`config.mk`:
```
export PLATFORM = sky130hd
export DESIGN_NAME = ssp_top
export DESIGN_NICKNAME = d
export VERILOG_FILES = /design/src/design/ssp_tap.v /design/src/design/ssp_top.v
export VERILOG_INCLUDE_DIRS = /design/src /design/src/inc
export SDC_FILE = /design/constraint.sdc
export NUM_CORES = 1
export LEC_CHECK = 0
export ABC_AREA = 1
export BUFFER_PORTS_ARGS = -buffer_cell sky130_fd_sc_hd__buf_4
export CAP_MARGIN = 15
export CORE_ASPECT_RATIO = 1.5
export CORE_MARGIN = 1.5
export CORE_UTILIZATION = 50
export CTS_CLUSTER_SIZE = 24
export DETAILED_ROUTE_END_ITERATION = 12
export HOLD_SLACK_MARGIN = 0.08
export PLACE_DENSITY_LB_ADDON = 0.15
export SLEW_MARGIN = 20
export SYNTH_ARGS = -nofsm -noshare
export SYNTH_HDL_FRONTEND = slang
export SYNTH_SLANG_ARGS = --single-unit
```
`constraint.sdc`:
```
create_clock -name sys_clk_in -period 2 [get_ports sys_clk_in]
set_clock_uncertainty 0.1 [all_clocks]
set_input_delay 0.4 -clock sys_clk_in [delete_from_list [all_inputs] [get_ports sys_clk_in]]
set_output_delay 0.4 -clock sys_clk_in [all_outputs]
set_load 0.05 [all_outputs]
```
`src/inc/ssp_defines.vh`:
```
// constants shared by the scan signature and pattern test block
`ifndef SSP_DEFINES_VH
`define SSP_DEFINES_VH

// ----------------------------------------------------------------
// widths
// ----------------------------------------------------------------
`define SSP_IR_W 8
`define SSP_SIG_W 18
`define SSP_BCR_W 3

// ----------------------------------------------------------------
// instruction codes
// ----------------------------------------------------------------
`define SSP_IR_CAPTURE 8'h81
`define SSP_IR_BYPASS 8'hff
`define SSP_IR_SAMPLE 8'h82
`define SSP_IR_RUN 8'h09
`define SSP_IR_READ 8'h0f
`define SSP_IR_BCR_SCAN 8'h05

// ----------------------------------------------------------------
// boundary control codes and reset value
// ----------------------------------------------------------------
`define SSP_BCR_SIG_RANDOM 3'h3
`define SSP_BCR_SIG_COUNT 3'h7
`define SSP_BCR_RESET 3'h0

// ----------------------------------------------------------------
// feedback tap of the 18-bit shift loop (bit 17 is the other tap)
// ----------------------------------------------------------------
`define SSP_LFSR_TAP 10

// ----------------------------------------------------------------
// controller state bit positions (one-hot)
// ----------------------------------------------------------------
`define SSP_ST_TLR 0
`define SSP_ST_RTI 1
`define SSP_ST_SEL_DR 2
`define SSP_ST_CAP_DR 3
`define SSP_ST_SHIFT_DR 4
`define SSP_ST_EXIT1_DR 5
`define SSP_ST_PAUSE_DR 6
`define SSP_ST_EXIT2_DR 7
`define SSP_ST_UPD_DR 8
`define SSP_ST_SEL_IR 9
`define SSP_ST_CAP_IR 10
`define SSP_ST_SHIFT_IR 11
`define SSP_ST_EXIT1_IR 12
`define SSP_ST_PAUSE_IR 13
`define SSP_ST_EXIT2_IR 14
`define SSP_ST_UPD_IR 15

`endif

```
`src/design/ssp_tap.v`:
```
// test access port state machine, advanced on detected tck rising edges
`timescale 1ns/10ps
`include "ssp_defines.vh"

module ssp_tap (
    input wire sys_clk_in,
    input wire sys_rst_in,
    input wire tck_rise_in,
    input wire tms_in,
    output reg [15:0] state_out
);

    localparam [15:0] TLR = 16'h0001;
    localparam [15:0] RTI = 16'h0002;
    localparam [15:0] SEL_DR = 16'h0004;
    localparam [15:0] CAP_DR = 16'h0008;
    localparam [15:0] SHIFT_DR = 16'h0010;
    localparam [15:0] EXIT1_DR = 16'h0020;
    localparam [15:0] PAUSE_DR = 16'h0040;
    localparam [15:0] EXIT2_DR = 16'h0080;
    localparam [15:0] UPD_DR = 16'h0100;
    localparam [15:0] SEL_IR = 16'h0200;
    localparam [15:0] CAP_IR = 16'h0400;
    localparam [15:0] SHIFT_IR = 16'h0800;
    localparam [15:0] EXIT1_IR = 16'h1000;
    localparam [15:0] PAUSE_IR = 16'h2000;
    localparam [15:0] EXIT2_IR = 16'h4000;
    localparam [15:0] UPD_IR = 16'h8000;

    reg [15:0] next_state;

    // ----------------------------------------------------------------
    // next state
    // ----------------------------------------------------------------
    always @* begin
        case (state_out)
            TLR: next_state = tms_in ? TLR : RTI;
            RTI: next_state = tms_in ? SEL_DR : RTI;
            SEL_DR: next_state = tms_in ? SEL_IR : CAP_DR;
            CAP_DR: next_state = tms_in ? EXIT1_DR : SHIFT_DR;
            SHIFT_DR: next_state = tms_in ? EXIT1_DR : SHIFT_DR;
            EXIT1_DR: next_state = tms_in ? UPD_DR : PAUSE_DR;
            PAUSE_DR: next_state = tms_in ? EXIT2_DR : PAUSE_DR;
            EXIT2_DR: next_state = tms_in ? UPD_DR : SHIFT_DR;
            UPD_DR: next_state = tms_in ? SEL_DR : RTI;
            SEL_IR: next_state = tms_in ? TLR : CAP_IR;
            CAP_IR: next_state = tms_in ? EXIT1_IR : SHIFT_IR;
            SHIFT_IR: next_state = tms_in ? EXIT1_IR : SHIFT_IR;
            EXIT1_IR: next_state = tms_in ? UPD_IR : PAUSE_IR;
            PAUSE_IR: next_state = tms_in ? EXIT2_IR : PAUSE_IR;
            EXIT2_IR: next_state = tms_in ? UPD_IR : SHIFT_IR;
            UPD_IR: next_state = tms_in ? SEL_DR : RTI;
            default: next_state = TLR;
        endcase
    end

    // ----------------------------------------------------------------
    // state register, moves only on a tck rising edge
    // ----------------------------------------------------------------
    always @(posedge sys_clk_in) begin
        if (sys_rst_in) begin
            state_out <= TLR;
        end else if (tck_rise_in) begin
            state_out <= next_state;
        end
    end

endmodule

```
`src/design/ssp_top.v`:
```
// boundary-scan test logic with signature, random and count pattern runs
`timescale 1ns/10ps
`include "ssp_defines.vh"

// Functional notes
// - in both combined modes, input cells fold inputs into 18-bit signature each rise
// - signature/random mode advances 18-bit random pattern in output cells each rise
// - signature/count mode increments 18-bit output count each rise
// - output pattern goes to shadow latches and pins on each tck fall
// - an all-zero random seed stays zero forever
// - all test work is tck-synchronous; tdi, tms, inputs sampled on rise
// - tdo and pattern outputs change only on tck fall
// - in shift states data enters on tdi and leaves on tdo
// - instruction register loads 10000001 on the rise leaving capture-ir
// - tdo enables on the fall entering shift; first bit shifts next rise
// - instruction register shifts one bit per rise in shift-ir onto tdo
// - all-ones instruction decodes as bypass once updated
// - tdo returns to high impedance on the fall in exit1-ir
// - active instruction takes shifted value on the fall in update-ir
// - runs execute only with run instruction active in run-test/idle
// - control code 011 selects signature/random, 111 selects signature/count
// - runs need both halves in one common direction, else bypass behaviour
module ssp_top #(
    parameter SIG_W = `SSP_SIG_W
) (
    input wire sys_clk_in,
    input wire sys_rst_in,
    input wire tck_in,
    input wire tms_in,
    input wire tdi_in,
    input wire [SIG_W-1:0] sample_data_in,
    input wire a_to_b_output_enable_1_n_in,
    input wire b_to_a_output_enable_1_n_in,
    input wire a_to_b_output_enable_2_n_in,
    input wire b_to_a_output_enable_2_n_in,
    output reg tdo_out,
    output reg tdo_oe_out,
    output reg [SIG_W-1:0] pattern_out,
    output reg pattern_oe_out
);

    // ----------------------------------------------------------------
    // synchronisers: every pin passes two flops before use
    // ----------------------------------------------------------------
    reg tck_m;
    reg tck_s;
    reg tck_d;
    reg tms_m;
    reg tms_s;
    reg tdi_m;
    reg tdi_s;
    reg [3:0] oe_m;
    reg [3:0] oe_s;
    reg [SIG_W-1:0] din_m;
    reg [SIG_W-1:0] din_s;

    always @(posedge sys_clk_in) begin
        if (sys_rst_in) begin
            // tck idles low; a cleared history gives no false edge after a short reset
            tck_m <= 1'b0;
            tck_s <= 1'b0;
            tck_d <= 1'b0;
            tms_m <= 1'b1;
            tms_s <= 1'b1;
            tdi_m <= 1'b0;
            tdi_s <= 1'b0;
            oe_m <= 4'hf;
            oe_s <= 4'hf;
            din_m <= {SIG_W{1'b0}};
            din_s <= {SIG_W{1'b0}};
        end else begin
            tck_m <= tck_in;
            tck_s <= tck_m;
            tck_d <= tck_s;
            tms_m <= tms_in;
            tms_s <= tms_m;
            tdi_m <= tdi_in;
            tdi_s <= tdi_m;
            oe_m <= {b_to_a_output_enable_2_n_in, a_to_b_output_enable_2_n_in,
                     b_to_a_output_enable_1_n_in, a_to_b_output_enable_1_n_in};
            oe_s <= oe_m;
            din_m <= sample_data_in;
            din_s <= din_m;
        end
    end

    // edges taken from the second and third stage, never the first
    // a tck phase shorter than one system clock may be missed; nothing flags it
    wire tck_rise = tck_s & ~tck_d;
    wire tck_fall = ~tck_s & tck_d;

    // ----------------------------------------------------------------
    // controller
    // ----------------------------------------------------------------
    wire [15:0] st;

    ssp_tap u_tap (
        .sys_clk_in(sys_clk_in),
        .sys_rst_in(sys_rst_in),
        .tck_rise_in(tck_rise),
        .tms_in(tms_s),
        .state_out(st)
    );

    // ----------------------------------------------------------------
    // instruction and data registers
    // ----------------------------------------------------------------
    reg [`SSP_IR_W-1:0] ir_shift;
    reg [`SSP_IR_W-1:0] active_ir;
    reg bypass_bit;
    reg [`SSP_BCR_W-1:0] bcr_shift;
    reg [`SSP_BCR_W-1:0] boundary_control_register;
    // low half: input-mode cells, high half: output-mode cells
    reg [2*SIG_W-1:0] boundary_register;
    reg [SIG_W-1:0] shadow;

    // both halves one direction each, and the same direction
    wire dir_ok = (oe_s[0] != oe_s[1]) && (oe_s[2] != oe_s[3]) && (oe_s[0] == oe_s[2]);
    wire is_run = (active_ir == `SSP_IR_RUN) && dir_ok;
    wire mode_rand = (boundary_control_register == `SSP_BCR_SIG_RANDOM);
    wire mode_count = (boundary_control_register == `SSP_BCR_SIG_COUNT);
    wire run_act = is_run && st[`SSP_ST_RTI] && (mode_rand || mode_count);
    wire sel_bsr = (active_ir == `SSP_IR_SAMPLE) || (active_ir == `SSP_IR_READ);
    wire sel_bcr = (active_ir == `SSP_IR_BCR_SCAN);

    // shift loop with feedback from bit 17 and one tap; zero maps to zero
    function [SIG_W-1:0] lfsr_step;
        input [SIG_W-1:0] v;
        begin
            lfsr_step = {v[SIG_W-2:0], v[SIG_W-1] ^ v[`SSP_LFSR_TAP]};
        end
    endfunction

    wire [SIG_W-1:0] sig_cur = boundary_register[SIG_W-1:0];
    wire [SIG_W-1:0] pat_cur = boundary_register[2*SIG_W-1:SIG_W];
    wire [SIG_W-1:0] sig_next = lfsr_step(sig_cur) ^ din_s;
    wire [SIG_W-1:0] pat_rand = lfsr_step(pat_cur);
    wire [SIG_W-1:0] pat_count = pat_cur + {{(SIG_W-1){1'b0}}, 1'b1};

    // ----------------------------------------------------------------
    // rising edge work: capture, shift, runs
    // ----------------------------------------------------------------
    always @(posedge sys_clk_in) begin
        if (sys_rst_in) begin
            ir_shift <= `SSP_IR_CAPTURE;
            bypass_bit <= 1'b0;
            bcr_shift <= `SSP_BCR_RESET;
            boundary_register <= {(2*SIG_W){1'b0}};
        end else if (tck_rise) begin
            if (st[`SSP_ST_CAP_IR]) begin
                ir_shift <= `SSP_IR_CAPTURE;
            end else if (st[`SSP_ST_SHIFT_IR]) begin
                ir_shift <= {tdi_s, ir_shift[`SSP_IR_W-1:1]};
            end
            if (st[`SSP_ST_CAP_DR]) begin
                bypass_bit <= 1'b0;
                if (active_ir == `SSP_IR_SAMPLE) begin
                    boundary_register <= {shadow, din_s};
                end
            end else if (st[`SSP_ST_SHIFT_DR]) begin
                // first bit moves on the rise after the shift state is entered
                if (sel_bsr) begin
                    boundary_register <= {tdi_s, boundary_register[2*SIG_W-1:1]};
                end else if (sel_bcr) begin
                    bcr_shift <= {tdi_s, bcr_shift[`SSP_BCR_W-1:1]};
                end else begin
                    bypass_bit <= tdi_s;
                end
            end else if (run_act) begin
                // a cut frame freezes the cells: nothing steps without a detected rise
                boundary_register <= {mode_rand ? pat_rand : pat_count, sig_next};
            end
        end
    end

    // ----------------------------------------------------------------
    // falling edge work: updates, tdo, pins
    // ----------------------------------------------------------------
    always @(posedge sys_clk_in) begin
        if (sys_rst_in) begin
            active_ir <= `SSP_IR_BYPASS;
            boundary_control_register <= `SSP_BCR_RESET;
            shadow <= {SIG_W{1'b0}};
            tdo_out <= 1'b0;
            tdo_oe_out <= 1'b0;
            pattern_out <= {SIG_W{1'b0}};
            pattern_oe_out <= 1'b0;
        end else if (tck_fall) begin
            if (st[`SSP_ST_TLR]) begin
                // reset state drops any run even while tck keeps toggling
                active_ir <= `SSP_IR_BYPASS;
                boundary_control_register <= `SSP_BCR_RESET;
            end else if (st[`SSP_ST_UPD_IR]) begin
                active_ir <= ir_shift;
            end else if (st[`SSP_ST_UPD_DR]) begin
                if (sel_bcr) begin
                    boundary_control_register <= bcr_shift;
                end else if (active_ir == `SSP_IR_SAMPLE) begin
                    shadow <= pat_cur;
                end
            end else if (run_act) begin
                shadow <= pat_cur;
            end
            // enabled while in a shift state, dropped in exit1
            tdo_oe_out <= st[`SSP_ST_SHIFT_IR] | st[`SSP_ST_SHIFT_DR];
            if (st[`SSP_ST_SHIFT_IR]) begin
                tdo_out <= ir_shift[0];
            end else if (st[`SSP_ST_SHIFT_DR]) begin
                tdo_out <= sel_bsr ? boundary_register[0] :
                           (sel_bcr ? bcr_shift[0] : bypass_bit);
            end
            // pins follow the shadow one fall later than the shadow latch, except in a run, where pins and shadow both take pat_cur on the same fall
            pattern_out <= run_act ? pat_cur : shadow;
            pattern_oe_out <= is_run;
        end
    end

endmodule

```
# Yosys cells after proc, flatten, opt, wreduce, memory -nomap -nowiden
# Index checks and enable logic that the tools add are counted.
# classes
reduce_logical	25
add_sub_neg	1
bitwise_logic	12
muxes	39
n_eq_ne	32
# ops
operator	n
$pmux 16 s12	1
$mux 36	5
$mux 18	5
$mux 8	5
$mux 16	2
$add 18x1->18 const B	1
$mux 9	2
$xor 18x18->18	1
$eq 16x1->1 const B	1
$eq 16x10->1 const B	1
$eq 16x11->1 const B	1
$eq 16x12->1 const B	1
$eq 16x13->1 const B	1
$eq 16x14->1 const B	1
$eq 16x15->1 const B	1
$eq 16x16->1 const B	1
$eq 16x2->1 const B	1
$eq 16x3->1 const B	1
$eq 16x4->1 const B	1
$eq 16x5->1 const B	1
$eq 16x6->1 const B	1
$eq 16x7->1 const B	1
$eq 16x8->1 const B	1
$eq 16x9->1 const B	1
31 further kinds	71
# word_totals
out_inout_bits	21
elab_cells	132
ff_bits	165

# Logic depth before layout (Yosys ltp)
# Gate-level depths: netlist of the first run.
# logic_depth
ltp_word	9
mapped_depth	12
depth_no_buf	11

# Cells and area by module
# From an unflattened synthesis of the first run, not the netlist that was laid out.
# unflattened
cells_unflattened	1284
hier_area_um2	8341.8
# by_module_without_submodules
module	area_each_um2	seq_area_each_um2	cells_per_inst	instances
ssp_top	7315.8	2982.9	1123	1
ssp_tap	1026.0	320.3	161	1

# Worst setup path before layout of the first run
# Ideal clock, no wire load.
# synth_timing
path_type	register to register
from	register tck_s
to	register ir_shift[1]
arrival_time_ns	1.419
setup_ns	0.132
required_ns	1.768
setup_slack_ns	0.349
synth_period_minus_slack_ns	1.651
stages_incl_launch_ff	9
path_cell_list	dfxtp_1 > inv_1 > nor2_1 > inv_1 > buf_2 > nor2_1 > inv_1 > nand2_1 > a21oi_1
# synth_via
elab_chain_cells	2
# synth_lines
element	line	rtl
from (decl)	ssp_top.v:46	reg tck_s;
from (signal assigned)	ssp_top.v:73	tck_s <= tck_m;
$and 1x1->1	ssp_top.v:89	wire tck_rise = tck_s & ~tck_d;
$reduce_and 2->1 (no line)	n/a	
to (signal assigned)	ssp_top.v:145	ir_shift <= `SSP_IR_CAPTURE;
to (signal assigned)	ssp_top.v:151	ir_shift <= `SSP_IR_CAPTURE;
to (signal assigned)	ssp_top.v:153	ir_shift <= {tdi_s, ir_shift[`SSP_IR_W-1:1]};
to (decl)	ssp_top.v:108	reg [`SSP_IR_W-1:0] ir_shift;
# Every way passes these cells.
# A chain may end at the register's enable or synchronous reset.

# Worst setup path after layout of the first run
# layout_timing
from	register active_ir[0]
to	register shadow[9]
# layout_via
elab_chain_cells	6
elab_cells_between_ends	11
classes_between	eq/ne (5); mux (2); reduce/logical (4)
# layout_lines
element	line	rtl
from (decl)	ssp_top.v:109	reg [`SSP_IR_W-1:0] active_ir;
from (signal assigned)	ssp_top.v:181	active_ir <= `SSP_IR_BYPASS;
from (signal assigned)	ssp_top.v:191	active_ir <= `SSP_IR_BYPASS;
from (signal assigned)	ssp_top.v:194	active_ir <= ir_shift;
$eq 8x4->1 (no line)	n/a	
$logic_and 1x1->1	ssp_top.v:119	wire is_run = (active_ir == `SSP_IR_RUN) && dir_ok;
$logic_and 1x1->1 (2 in a row)	ssp_top.v:122	wire run_act = is_run && st[`SSP_ST_RTI] && (mode_rand || mode_count);
$mux 18 (2 in a row)	n/a	
to (signal assigned)	ssp_top.v:183	shadow <= {SIG_W{1'b0}};
to (signal assigned)	ssp_top.v:199	shadow <= pat_cur;
to (signal assigned)	ssp_top.v:202	shadow <= pat_cur;
to (decl)	ssp_top.v:115	reg [SIG_W-1:0] shadow;
# Several ways; a longest one is shown, not always the timed one.

==> metrics, run 1 <==
status finished, final reports clean; clock tree buffer depth 2; input/output buffers 47; worst setup margin just under 0.1 ns; Avg Vias per Cell a little over 5; R2R Setup Slk 0.1 ns; number of antenna diodes 0; dpl cells between 1000 and 1500; async set-or-reset flop fraction in the synthesized netlist 0%; most frequent cell after synthesis nand2_1; CTS clk-pin slew, worst paths roughly 0.070 ns; Die H about 160 um; count of yosys warnings during synthesis 0; Worst-Skew Late Latency ~0.42 ns; largest net degree at the start of global routing 105; final core utilization between 60% and 70%; post-synth net total 1217; RSZ-0062 raised after global routing no; synthesis-stage register bit count around 170; Fillers 1519; clk sink count around 170; mean post-synth cell area 6.69 um^2; critical path type reg2reg; Wirelength per Cell approximately 14 um; crit end category flop; Die ar. around 17000 um^2; dpl ws ~0.097 ns; most common library cells after synthesis 249 x nand2_1, 173 x nor2_1, 165 x dfxtp_1, 135 x inv_1, 130 x a21oi_1; hold crit path type reg2reg; worst-path maximum fanout 36; worst slew pin tran around 0.56 ns; synthesized area 7960 um^2; Static Leak roughly 4.1 nW; PnR Total Power between 7 and 8 mW; first-pass GRT wire length approximately 33000 um; post-synthesis sequential area ratio about two fifths; initial antenna violation count 0; CTS Root Cell clkbuf_16; time the worst path needs with I/O delays and setup 1.90 ns; H-tree levels 4; Synth top area share about 42%; via count ~7500; Top FF cell, synth dfxtp_1; Initial Util approximately half; post-synth cell types 35; Cell Rows 56; maxcap violations 0; Layout Cells excl Fill 1467; WL final roughly 20000 um; final hold violations 0; Achievable Freq about 0.53 GHz; setup TNS 0 ns; WHS approximately 0.30 ns; CP required around 2.3 ns; Post-Layout Inst Area approximately 9400 um^2; layout cells sized above 1 a little under an eighth; I/O pin count 48; total track usage ~25%; Routed Antenna Nets 0; Data arrival, critical path between 2 and 2.5 ns; Chip Width 106 um; number of global-route vias before repair just over 7000; Mapped Cells 1189; peak supply drop between 400 and 500 uV; count of final setup violators 0; DRC violations left 0; fin. max-slew vios 0; Nets 1279; core area ~16000 um^2; max_slew headroom roughly 63%; biggest area consumer among synthesized cells dfxtp_1; power density over cell area between 700 and 800 nW/um^2; startpoint types flop; synth top area cells dfxtp_1 42%, nand2_1 12%, a21oi_1 8.2%; P&R area growth vs syn 18.3%; routability cong. between 0.9 and 1; gr ovfl total 0; number of enable flip-flop cells after synthesis 0; Placed Area about 8600 um^2; fin crit share around 95%; drt pass-1 iters 5; CTS tree done; DRT iter0 DRCs 350; HPWL Detailed between 10000 and 15000 um; total CTS buffers 17
==> path summary, 6_finish.rpt <==
kind / start / endpoint / cells past startpoint
worst min-delay path: din_m[2] / din_s[2] / 2
worst max-delay path: active_ir[0] / shadow[9] / 9
worst max register to register: active_ir[0] / shadow[9] / 9
worst min register to register: din_m[2] / din_s[2] / 2
==> area by class of cell <==
cell class | instances | area [um^2] | area share [%]
multi-input combinational | 822 | 3850 | 41.0
sequential | 165 | 3310 | 35.1
timing repair buffer | 105 | 883 | 9.39
inverter | 140 | 528 | 5.61
clock buffer | 17 | 425 | 4.52
tap | 203 | 254 | 2.70
clock inverter | 15 | 158 | 1.68
==> where the power goes <==
part / switching (mW) / internal, mW / total [mW]
sequential: 0.0354 / 3.35 / 3.39
clock: 1.51 / 1.78 / 3.28
combinational: 0.206 / 0.157 / 0.363
total: 1.75 / 5.29 / 7.03
==> metal layers <==
metal	part of all wire, %	global-route usage, %	vias up
li1	-	-	3920
met2	52	46.3	173
met1	41	27.9	3400
met3	3.3	3.60	44
met4	3.4	11.6	0
met5	0	0	-
==> state kept, by name, summed over array words and instances, names as in the netlist, 3 cells and up <==
| register | count |
|---|---|
| din_s | 18 |
| boundary_register | 36 |
| u_tap.state_out | 16 |
| din_m | 18 |
| oe_m | 4 |
| ir_shift | 8 |
| shadow | 18 |
| boundary_control_register | 3 |
| oe_s | 4 |
| pattern_out | 18 |
| bcr_shift | 3 |
| active_ir | 8 |
==> placed cells by master, fill, tap and decap left out, drive strengths merged, types with 5 or more instances in the layout <==
cell and instances:
mux2i 9, inv 148, o21ai 121, clkbuf 17, or2 12, o21a 5
o211ai 11, nand3 50, nand2 250, nand4 9, xnor2 14, nor2 176
dlygate4sd3 25, buf 80, dfxtp 165, nor3 13, xor2 5, a21oi 135
==> cell families (layout without fill, tap and decap cells) <==
family,Yosys count,after routing,synth area share (%)
DFF,165,165,41.5
adders and majority gates,1,1,0.157
and+or+nand+nor,518,518,26.9
AOI/OAI and AO/OA,275,275,18.1
muxes,9,9,1.13
buffers and inverters,202,277,10.1
xor gates and xnor gates,19,19,2.09
==> worst max-delay path, stage by stage, from the launching register on <==
cell,delay (ns)
dfxtp_1,0.37
inv_1,0.08
nor2_1,0.11
nand2_1,0.07
nor2_2,0.18
nand3_4,0.09
buf_4,0.24
o21ai_0,0.35
nand2_1,0.09
a21oi_1,0.14
==> what timing repair did <==
action | 4_1_cts | 5_1_grt
hold buffers | 25 | 0
setup endpoints to repair | 0 | 31
gates resized for setup | 0 | 12
setup buffers | 0 | 0
endpoints found under the hold margin | 25 | 0
(Power assumes the default switching activity.)
==> run 2: changes to the inputs <==
- ABC_AREA: 1 -> not set
- TNS_END_PERCENT: not set -> 100
==> run 2 against run 1 <==
- the flow now finishes with violations (negative setup slack)
- fmax fell by 5.8%
- final cell count shrank 16%
- critical path depth down 2
- worst setup slack worse by 0.12 ns
- critical path type unchanged
- highest routed layer unchanged
==> metrics, run 2 <==
clk sink count 165 (unchanged); count of final setup violators 1 (+1); CP max stage delay 0.37 ns (about the same); layout cells sized above 1 22.7% (+11 points); number of global-route vias before repair 6255 (-13%); Buf/Inv on CP 1 (-1); DRT iter0 DRCs 391 (+12%); post-synth net total 963 (-21%); synthesis-stage register bit count 165 (unchanged); most frequent cell after synthesis dfxtp_1; Top FF cell, synth dfxtp_1; Sw Share 25.7% (+0.85 points); CTS tree done; Psw 1.80 mW (+2.9%); number of antenna diodes 0 (unchanged); gr ovfl total 0 (unchanged); number of enable flip-flop cells after synthesis 0 (unchanged); time the worst path needs with I/O delays and setup 2.02 ns (+0.117 ns); Nets 1051 (-18%); Largest register FFs 36 (unchanged); Avg Vias per Cell 5.52 (+7.4%); worst-path cell chain nor4b_4 > o2111ai_4 > o211ai_2 > and3_4 > buf_12 > mux2i_2 > a211oi_2; Cell Rows 55 (-1.8%); crit end category flop; Static Leak 3.80 nW (-8.1%); async set-or-reset flop fraction in the synthesized netlist 0% (unchanged); fin. max-slew vios 0 (unchanged); PnR Total Power 7.00 mW (-0.53%); Critical-path top delay cell nor4b_4; power share of the sequential group 48.2% (about the same); peak supply drop 555 uV (+15%); final hold violations 0 (unchanged); DRC violations left 0 (unchanged); failing checks negative setup slack; drt pass-1 iters 5 (unchanged); most frequent cells in the layout 153 x dfxtp_1, 118 x buf_4, 109 x nor2_1; input/output buffers 47 (unchanged); clock tree buffer depth 2 (unchanged); CP required 2.21 ns (-0.05 ns); Fillers 1278 (-16%); combinational power share 4.7% (-0.5 points); most common library cells after synthesis 165 x dfxtp_1, 111 x nor2_1, 87 x a21oi_1, 85 x nand2_1, 67 x o21ai_0; dpl ws -0.0276 ns (-0.124 ns); synth top area cells dfxtp_1 43%, a21oi_1 5.6%, nor2_1 5.4%; Achievable Freq 0.496 GHz (-5.8%); Mapped Cells 935 (-21%); Worst-Skew Late Latency 0.43 ns (about the same); Initial Util 51.1% (+0.23 points); max_slew headroom 64.5% (+1.7 points); Die H 155 um (-1.5%); Multi-input gate area 4190 um^2 (+8.6%); I/O pin count 48 (unchanged); critical path type reg2reg; P&R area growth vs syn 26.7%; CTS clk-pin slew, worst paths 0.08 ns (about the same); CTS Root Cell clkbuf_16; clock power share 47.2% (+0.5 points); routability cong. 0.873 (-5.1%); Pint 5.20 mW (-1.7%); Data arrival, critical path 2.23 ns (+0.07 ns); post-synth cell types 71 (+100%); biggest area consumer among synthesized cells dfxtp_1; maxcap violations 0 (unchanged); fin crit share 101% (+5.8 points); Die ar. 16200 um^2 (-3.0%); largest net degree at the start of global routing 82 (-22%); WL final 18700 um (-6.6%); total CTS buffers 17 (unchanged); Synth top area share 42.9% (+1.3 points); via count 6814 (-9.6%); most flop-heavy register boundary_register; HPWL Detailed 12200 um (-10%); count of yosys warnings during synthesis 0 (unchanged); Routed Antenna Nets 0 (unchanged); initial antenna violation count 0 (unchanged); power density over cell area 717 nW/um^2 (-4.2%); final core utilization 64.8% (+4.6 points); hold crit path type in2reg; Wirelength per Cell 15.2 um (+11%); status complete, but fails checks; CP delay by family, top simple AND/OR/NAND/NOR gates; synthesized area 7710 um^2 (-3.1%); commonest non-fill, non-tap cell in the layout dfxtp_1; Chip Width 104 um (-1.5%); total track usage 23.2% (-1.8 points); worst setup margin -0.0179 ns (-0.117 ns); worst slew pin tran 0.529 ns (-0.0280 ns); core area 15100 um^2 (-3.5%); H-tree levels 4 (unchanged); worst-path maximum fanout 7 (-81%); first-pass GRT wire length 30400 um (-9.2%); startpoint types flop; post-synthesis sequential area ratio 42.9% (+1.3 points); register area 3320 um^2 (+0.34%); RSZ-0062 raised after global routing yes; mean post-synth cell area 8.24 um^2 (+23%); WHS 0.101 ns (-0.200 ns)
run 2: cell count changes after synthesis, moves of 8 or more:
cell      delta
a211oi_1    +30
a21oi_1     -43
buf_2       +18
inv_1      -127
mux2i_1     +32
nand2_1    -164
nand3_1     -34
nand3b_1     +8
nor2_1      -62
nor2b_1     +44
nor3_1      +17
nor3b_1     +21
o21ai_0     -53
run 2: layer usage:
layer	track usage [%]	up-vias	wire, um
met5	0	-	0
met4	9.79	0	407
met3	3.69	33	639
met2	41.0	155	9480
met1	27.7	3162	8220
li1	-	3464	-
run 2: final timing paths:
path              cells past startpoint              start                    end  slack (ns)
setup / recovery                      7       active_ir[7]  boundary_register[32]       -0.02
hold / removal                        2  sample_data_in[0]               din_m[0]        0.10
setup reg to reg                      7       active_ir[7]  boundary_register[32]       -0.02
hold reg to reg                       1              tms_m                  tms_s        0.31
run 2: stage by stage:
step	TNS (ns)	area (um^2)	cells
floorplan	0	7710	935
global placement	0	8610	1172
detailed placement	-0.0333	8610	1172
CTS	0	9510	1228
global route	-0.915	9760	1235
finish	-0.0179	9760	1235
run 2: cell families (layout without fill, tap and decap cells):
group	Yosys count	after routing	share of synthesized area (%)
compound gates	245	245	19.3
xor+xnor	13	13	1.48
fa+ha+maj	1	1	0.162
buf+inv	94	195	5.29
flops	165	165	42.9
mux	42	42	5.47
simple gates	375	375	25.4
run 2: power groups by stage:
stage | sequential (mW) | clock, mW | combinational (mW)
floorplan | 3.48 | 0 | 0.139
global placement | 3.44 | 0 | 0.285
detailed placement | 3.45 | 0 | 0.286
CTS | 3.37 | 3.37 | 0.323
global route | 3.38 | 3.52 | 0.356
finish | 3.37 | 3.30 | 0.327
run 2: timing repair:
action,CTS,global route
hold buffers,24,0
gates resized for setup,8,46
hold endpoints to repair,24,0
setup buffers,0,5
gates cloned,0,2
pin swaps,0,17
setup endpoints to repair,21,64
run 2: cell type report:
type	instances	share of cell area, %
Multi-Input combinational cell	676	42.9
Sequential cell	165	34.0
Timing Repair Buffer	155	14.0
Clock buffer	17	4.36
Tap cell	199	2.55
Clock inverter	15	1.86
Inverter	8	0.346
==> run 3: changes to the inputs <==
- CORE_UTILIZATION: 50 -> 60
==> run 3 against run 2 <==
- the run still ends with negative setup slack left
- power decreased by 2.2%
- final cell count decreased by 4.8%
- register-to-register slack about the same
- clock power decreased by 5%
- sequential share of layout area increased by 0.52 points
- worst hold slack got worse by 0.019 ns
- first-iteration DRC count increased by 36%
- die area decreased by 16%
- utilization increased by 12 points
- critical path depth increased by 1
- critical path type unchanged
- largest cell class unchanged
- largest power group unchanged
- highest routed layer unchanged
==> metrics, run 3 (same netlist as run 2, synthesis figures left out) <==
worst-path cell chain nor4bb_4 > buf_4 > o2111ai_4 > o211ai_2 > and3_4 > buf_12 > mux2i_2 > a211oi_2; Routed Antenna Nets 0 (unchanged); critical path type reg2reg; failing checks negative setup slack; worst slew pin tran 0.669 ns (+0.139 ns); Largest register FFs 36 (unchanged); most flop-heavy register boundary_register; via count 7227 (+6.1%); Die H 142 um (-8.5%); final hold violations 0 (unchanged); most frequent cells in the layout 153 x dfxtp_1, 109 x nor2_1, 109 x buf_4; HPWL Detailed 12600 um (+3.8%); dpl ws -0.0447 ns (-0.0170 ns); clk sink count 165 (unchanged); R2R depth 8 (+1); power density over cell area 711 nW/um^2 (-0.81%); I/O pin count 48 (unchanged); routability cong. 0.891 (+2.1%); drt pass-1 iters 6 (+1); H-tree levels 4 (unchanged); CTS tree done; Nets 1035 (-1.5%); CTS clk-pin slew, worst paths 0.07 ns (about the same); Avg Vias per Cell 6.15 (+11%); Pint 5.12 mW (-1.4%); Critical-path top delay cell dfxtp_2; clock tree buffer depth 2 (unchanged); clock power share 46.0% (-1.2 points); largest net degree at the start of global routing 54 (-34%); hold_sp tdi_in; time the worst path needs with I/O delays and setup 2.03 ns (+0.00994 ns); combinational power share 4.7% (about the same); RSZ-0062 raised after global routing yes; Data arrival, critical path 2.23 ns (about the same); fin. max-slew vios 0 (unchanged); reg2reg end boundary_register[32]; CTS Root Cell clkbuf_16; DRC violations left 0 (unchanged); register area 3320 um^2 (about the same); startpoint types flop; Wirelength per Cell 17.9 um (+18%); Post-Layout Inst Area 9620 um^2 (-1.4%); WHS 0.0820 ns (-0.0188 ns); Psw 1.72 mW (-4.6%); number of global-route vias before repair 6589 (+5.3%); Hold Path Sink tdi_m; crit end category flop; peak supply drop 653 uV (+18%); DRT iter0 DRCs 530 (+36%); CP max stage delay 0.34 ns (-0.03 ns); CP required 2.20 ns (about the same); number of antenna diodes 0 (unchanged); input/output buffers 47 (unchanged); R2R Setup Slk -0.03 ns (about the same); hold crit path type in2reg; status complete, but fails checks; Cell Rows 50 (-9.1%); Initial Util 61.6% (+10 points); Worst R2R Start oe_s[0]; Worst Hold Depth 2 (unchanged); max_slew headroom 54.3% (-10 points); setup TNS -0.181 ns (-0.163 ns); Achievable Freq 0.493 GHz (-0.49%); core area 12500 um^2 (-17%); Multi-input gate area 4240 um^2 (+1.2%); final core utilization 76.9% (+12 points); worst setup margin -0.0279 ns (-0.00994 ns); power share of the sequential group 49.4% (+1.2 points); total CTS buffers 17 (unchanged); P&R area growth vs syn 24.9%; maxcap violations 0 (unchanged); Placed Area 8480 um^2 (-1.6%); worst-path maximum fanout 6 (-1); Die ar. 13500 um^2 (-16%); total track usage 29.1% (+6.0 points); fin crit share 101% (+0.50 points); Sw Share 25.1% (-0.63 points); count of final setup violators 12 (+11); gr ovfl total 0 (unchanged); commonest non-fill, non-tap cell in the layout dfxtp_1; Static Leak 3.73 nW (-1.7%); first-pass GRT wire length 30900 um (+1.9%); Fillers 863 (-32%); Chip Width 95.5 um (-8.5%); WL final 21100 um (+12%); layout cells sized above 1 22.6% (-0.036 points); Worst-Skew Late Latency 0.44 ns (about the same); initial antenna violation count 0 (unchanged)
-- run 3: cell count changes in the layout (fill, tap and decap cells not counted), sizes merged --
| cell | before | now |
|---|---|---|
| clkbuf | 19 | 22 |
| buf | 129 | 119 |
| clkinvlp | 2 | 5 |
| clkinv | 6 | 3 |
| dlygate4sd3 | 24 | 15 |
-- run 3: cell type report --
cell class,instances,share of cell area (%)
tap,156,2.03
clock inverter,15,1.46
timing repair buffer,139,13.3
sequential,165,34.5
multi-input combinational,676,44.0
clock buffer,17,4.42
inverter,8,0.312
-- run 3: power groups by stage --
stage	Combinational [mW]	Sequential, mW	Clock [mW]
floorplan	0.139	3.48	0
global placement	0.280	3.45	0
detailed placement	0.286	3.45	0
CTS	0.312	3.38	3.15
global route	0.345	3.38	3.28
finish	0.319	3.38	3.15
-- run 3: routing by layer --
metal | up-vias | part of all wire (%) | global-route usage, %
li1 | 3433 | - | -
met1 | 3381 | 38 | 32.4
met2 | 332 | 52 | 51.6
met3 | 81 | 5.9 | 5.41
met4 | 0 | 4.0 | 14.9
met5 | - | 0 | 0
-- run 3: timing repair --
item	in CTS	in global routing
pin swaps	0	23
endpoints found under the setup margin	46	65
setup buffers	0	4
endpoints found under the hold margin	15	0
gates resized for setup	11	48
hold buffers	15	0
gates cloned	0	5
-- run 3: through the flow --
step	cells	total power, mW
finish	1176	6.84
global route	1176	7.01
CTS	1167	6.84
detailed placement	1120	3.74
global placement	1120	3.73
floorplan	935	3.62
-- run 3: worst max path at each step --
| stage | cells after the start | slack (ns) | endpoint | startpoint |
|---|---|---|---|---|
| 2_1_floorplan | 6 | 0.1 | u_tap.state_out[7] | u_tap.state_out[1] |
| 6_report | 8 | -0.03 | boundary_register[32] | oe_s[0] |
| 5_1_grt | 7 | -0.15 | boundary_register[29] | active_ir[4] |
| 4_1_cts | 9 | -0.003 | shadow[17] | oe_s[0] |
| 3_3_place_gp | 5 | 0.02 | u_tap.state_out[7] | u_tap.state_out[15] |
| 3_5_place_dp | 5 | -0.04 | u_tap.state_out[7] | u_tap.state_out[15] |
-- run 3: critical path: cells and delay by family, from the launching register on --
kind                   cells  cell delay [ns]
buffers and inverters      2             0.31
multiplexers               1             0.23
AO/OA/AOI/OAI              3             0.39
flip-flops                 1             0.34
AND/OR/NAND/NOR            2             0.53
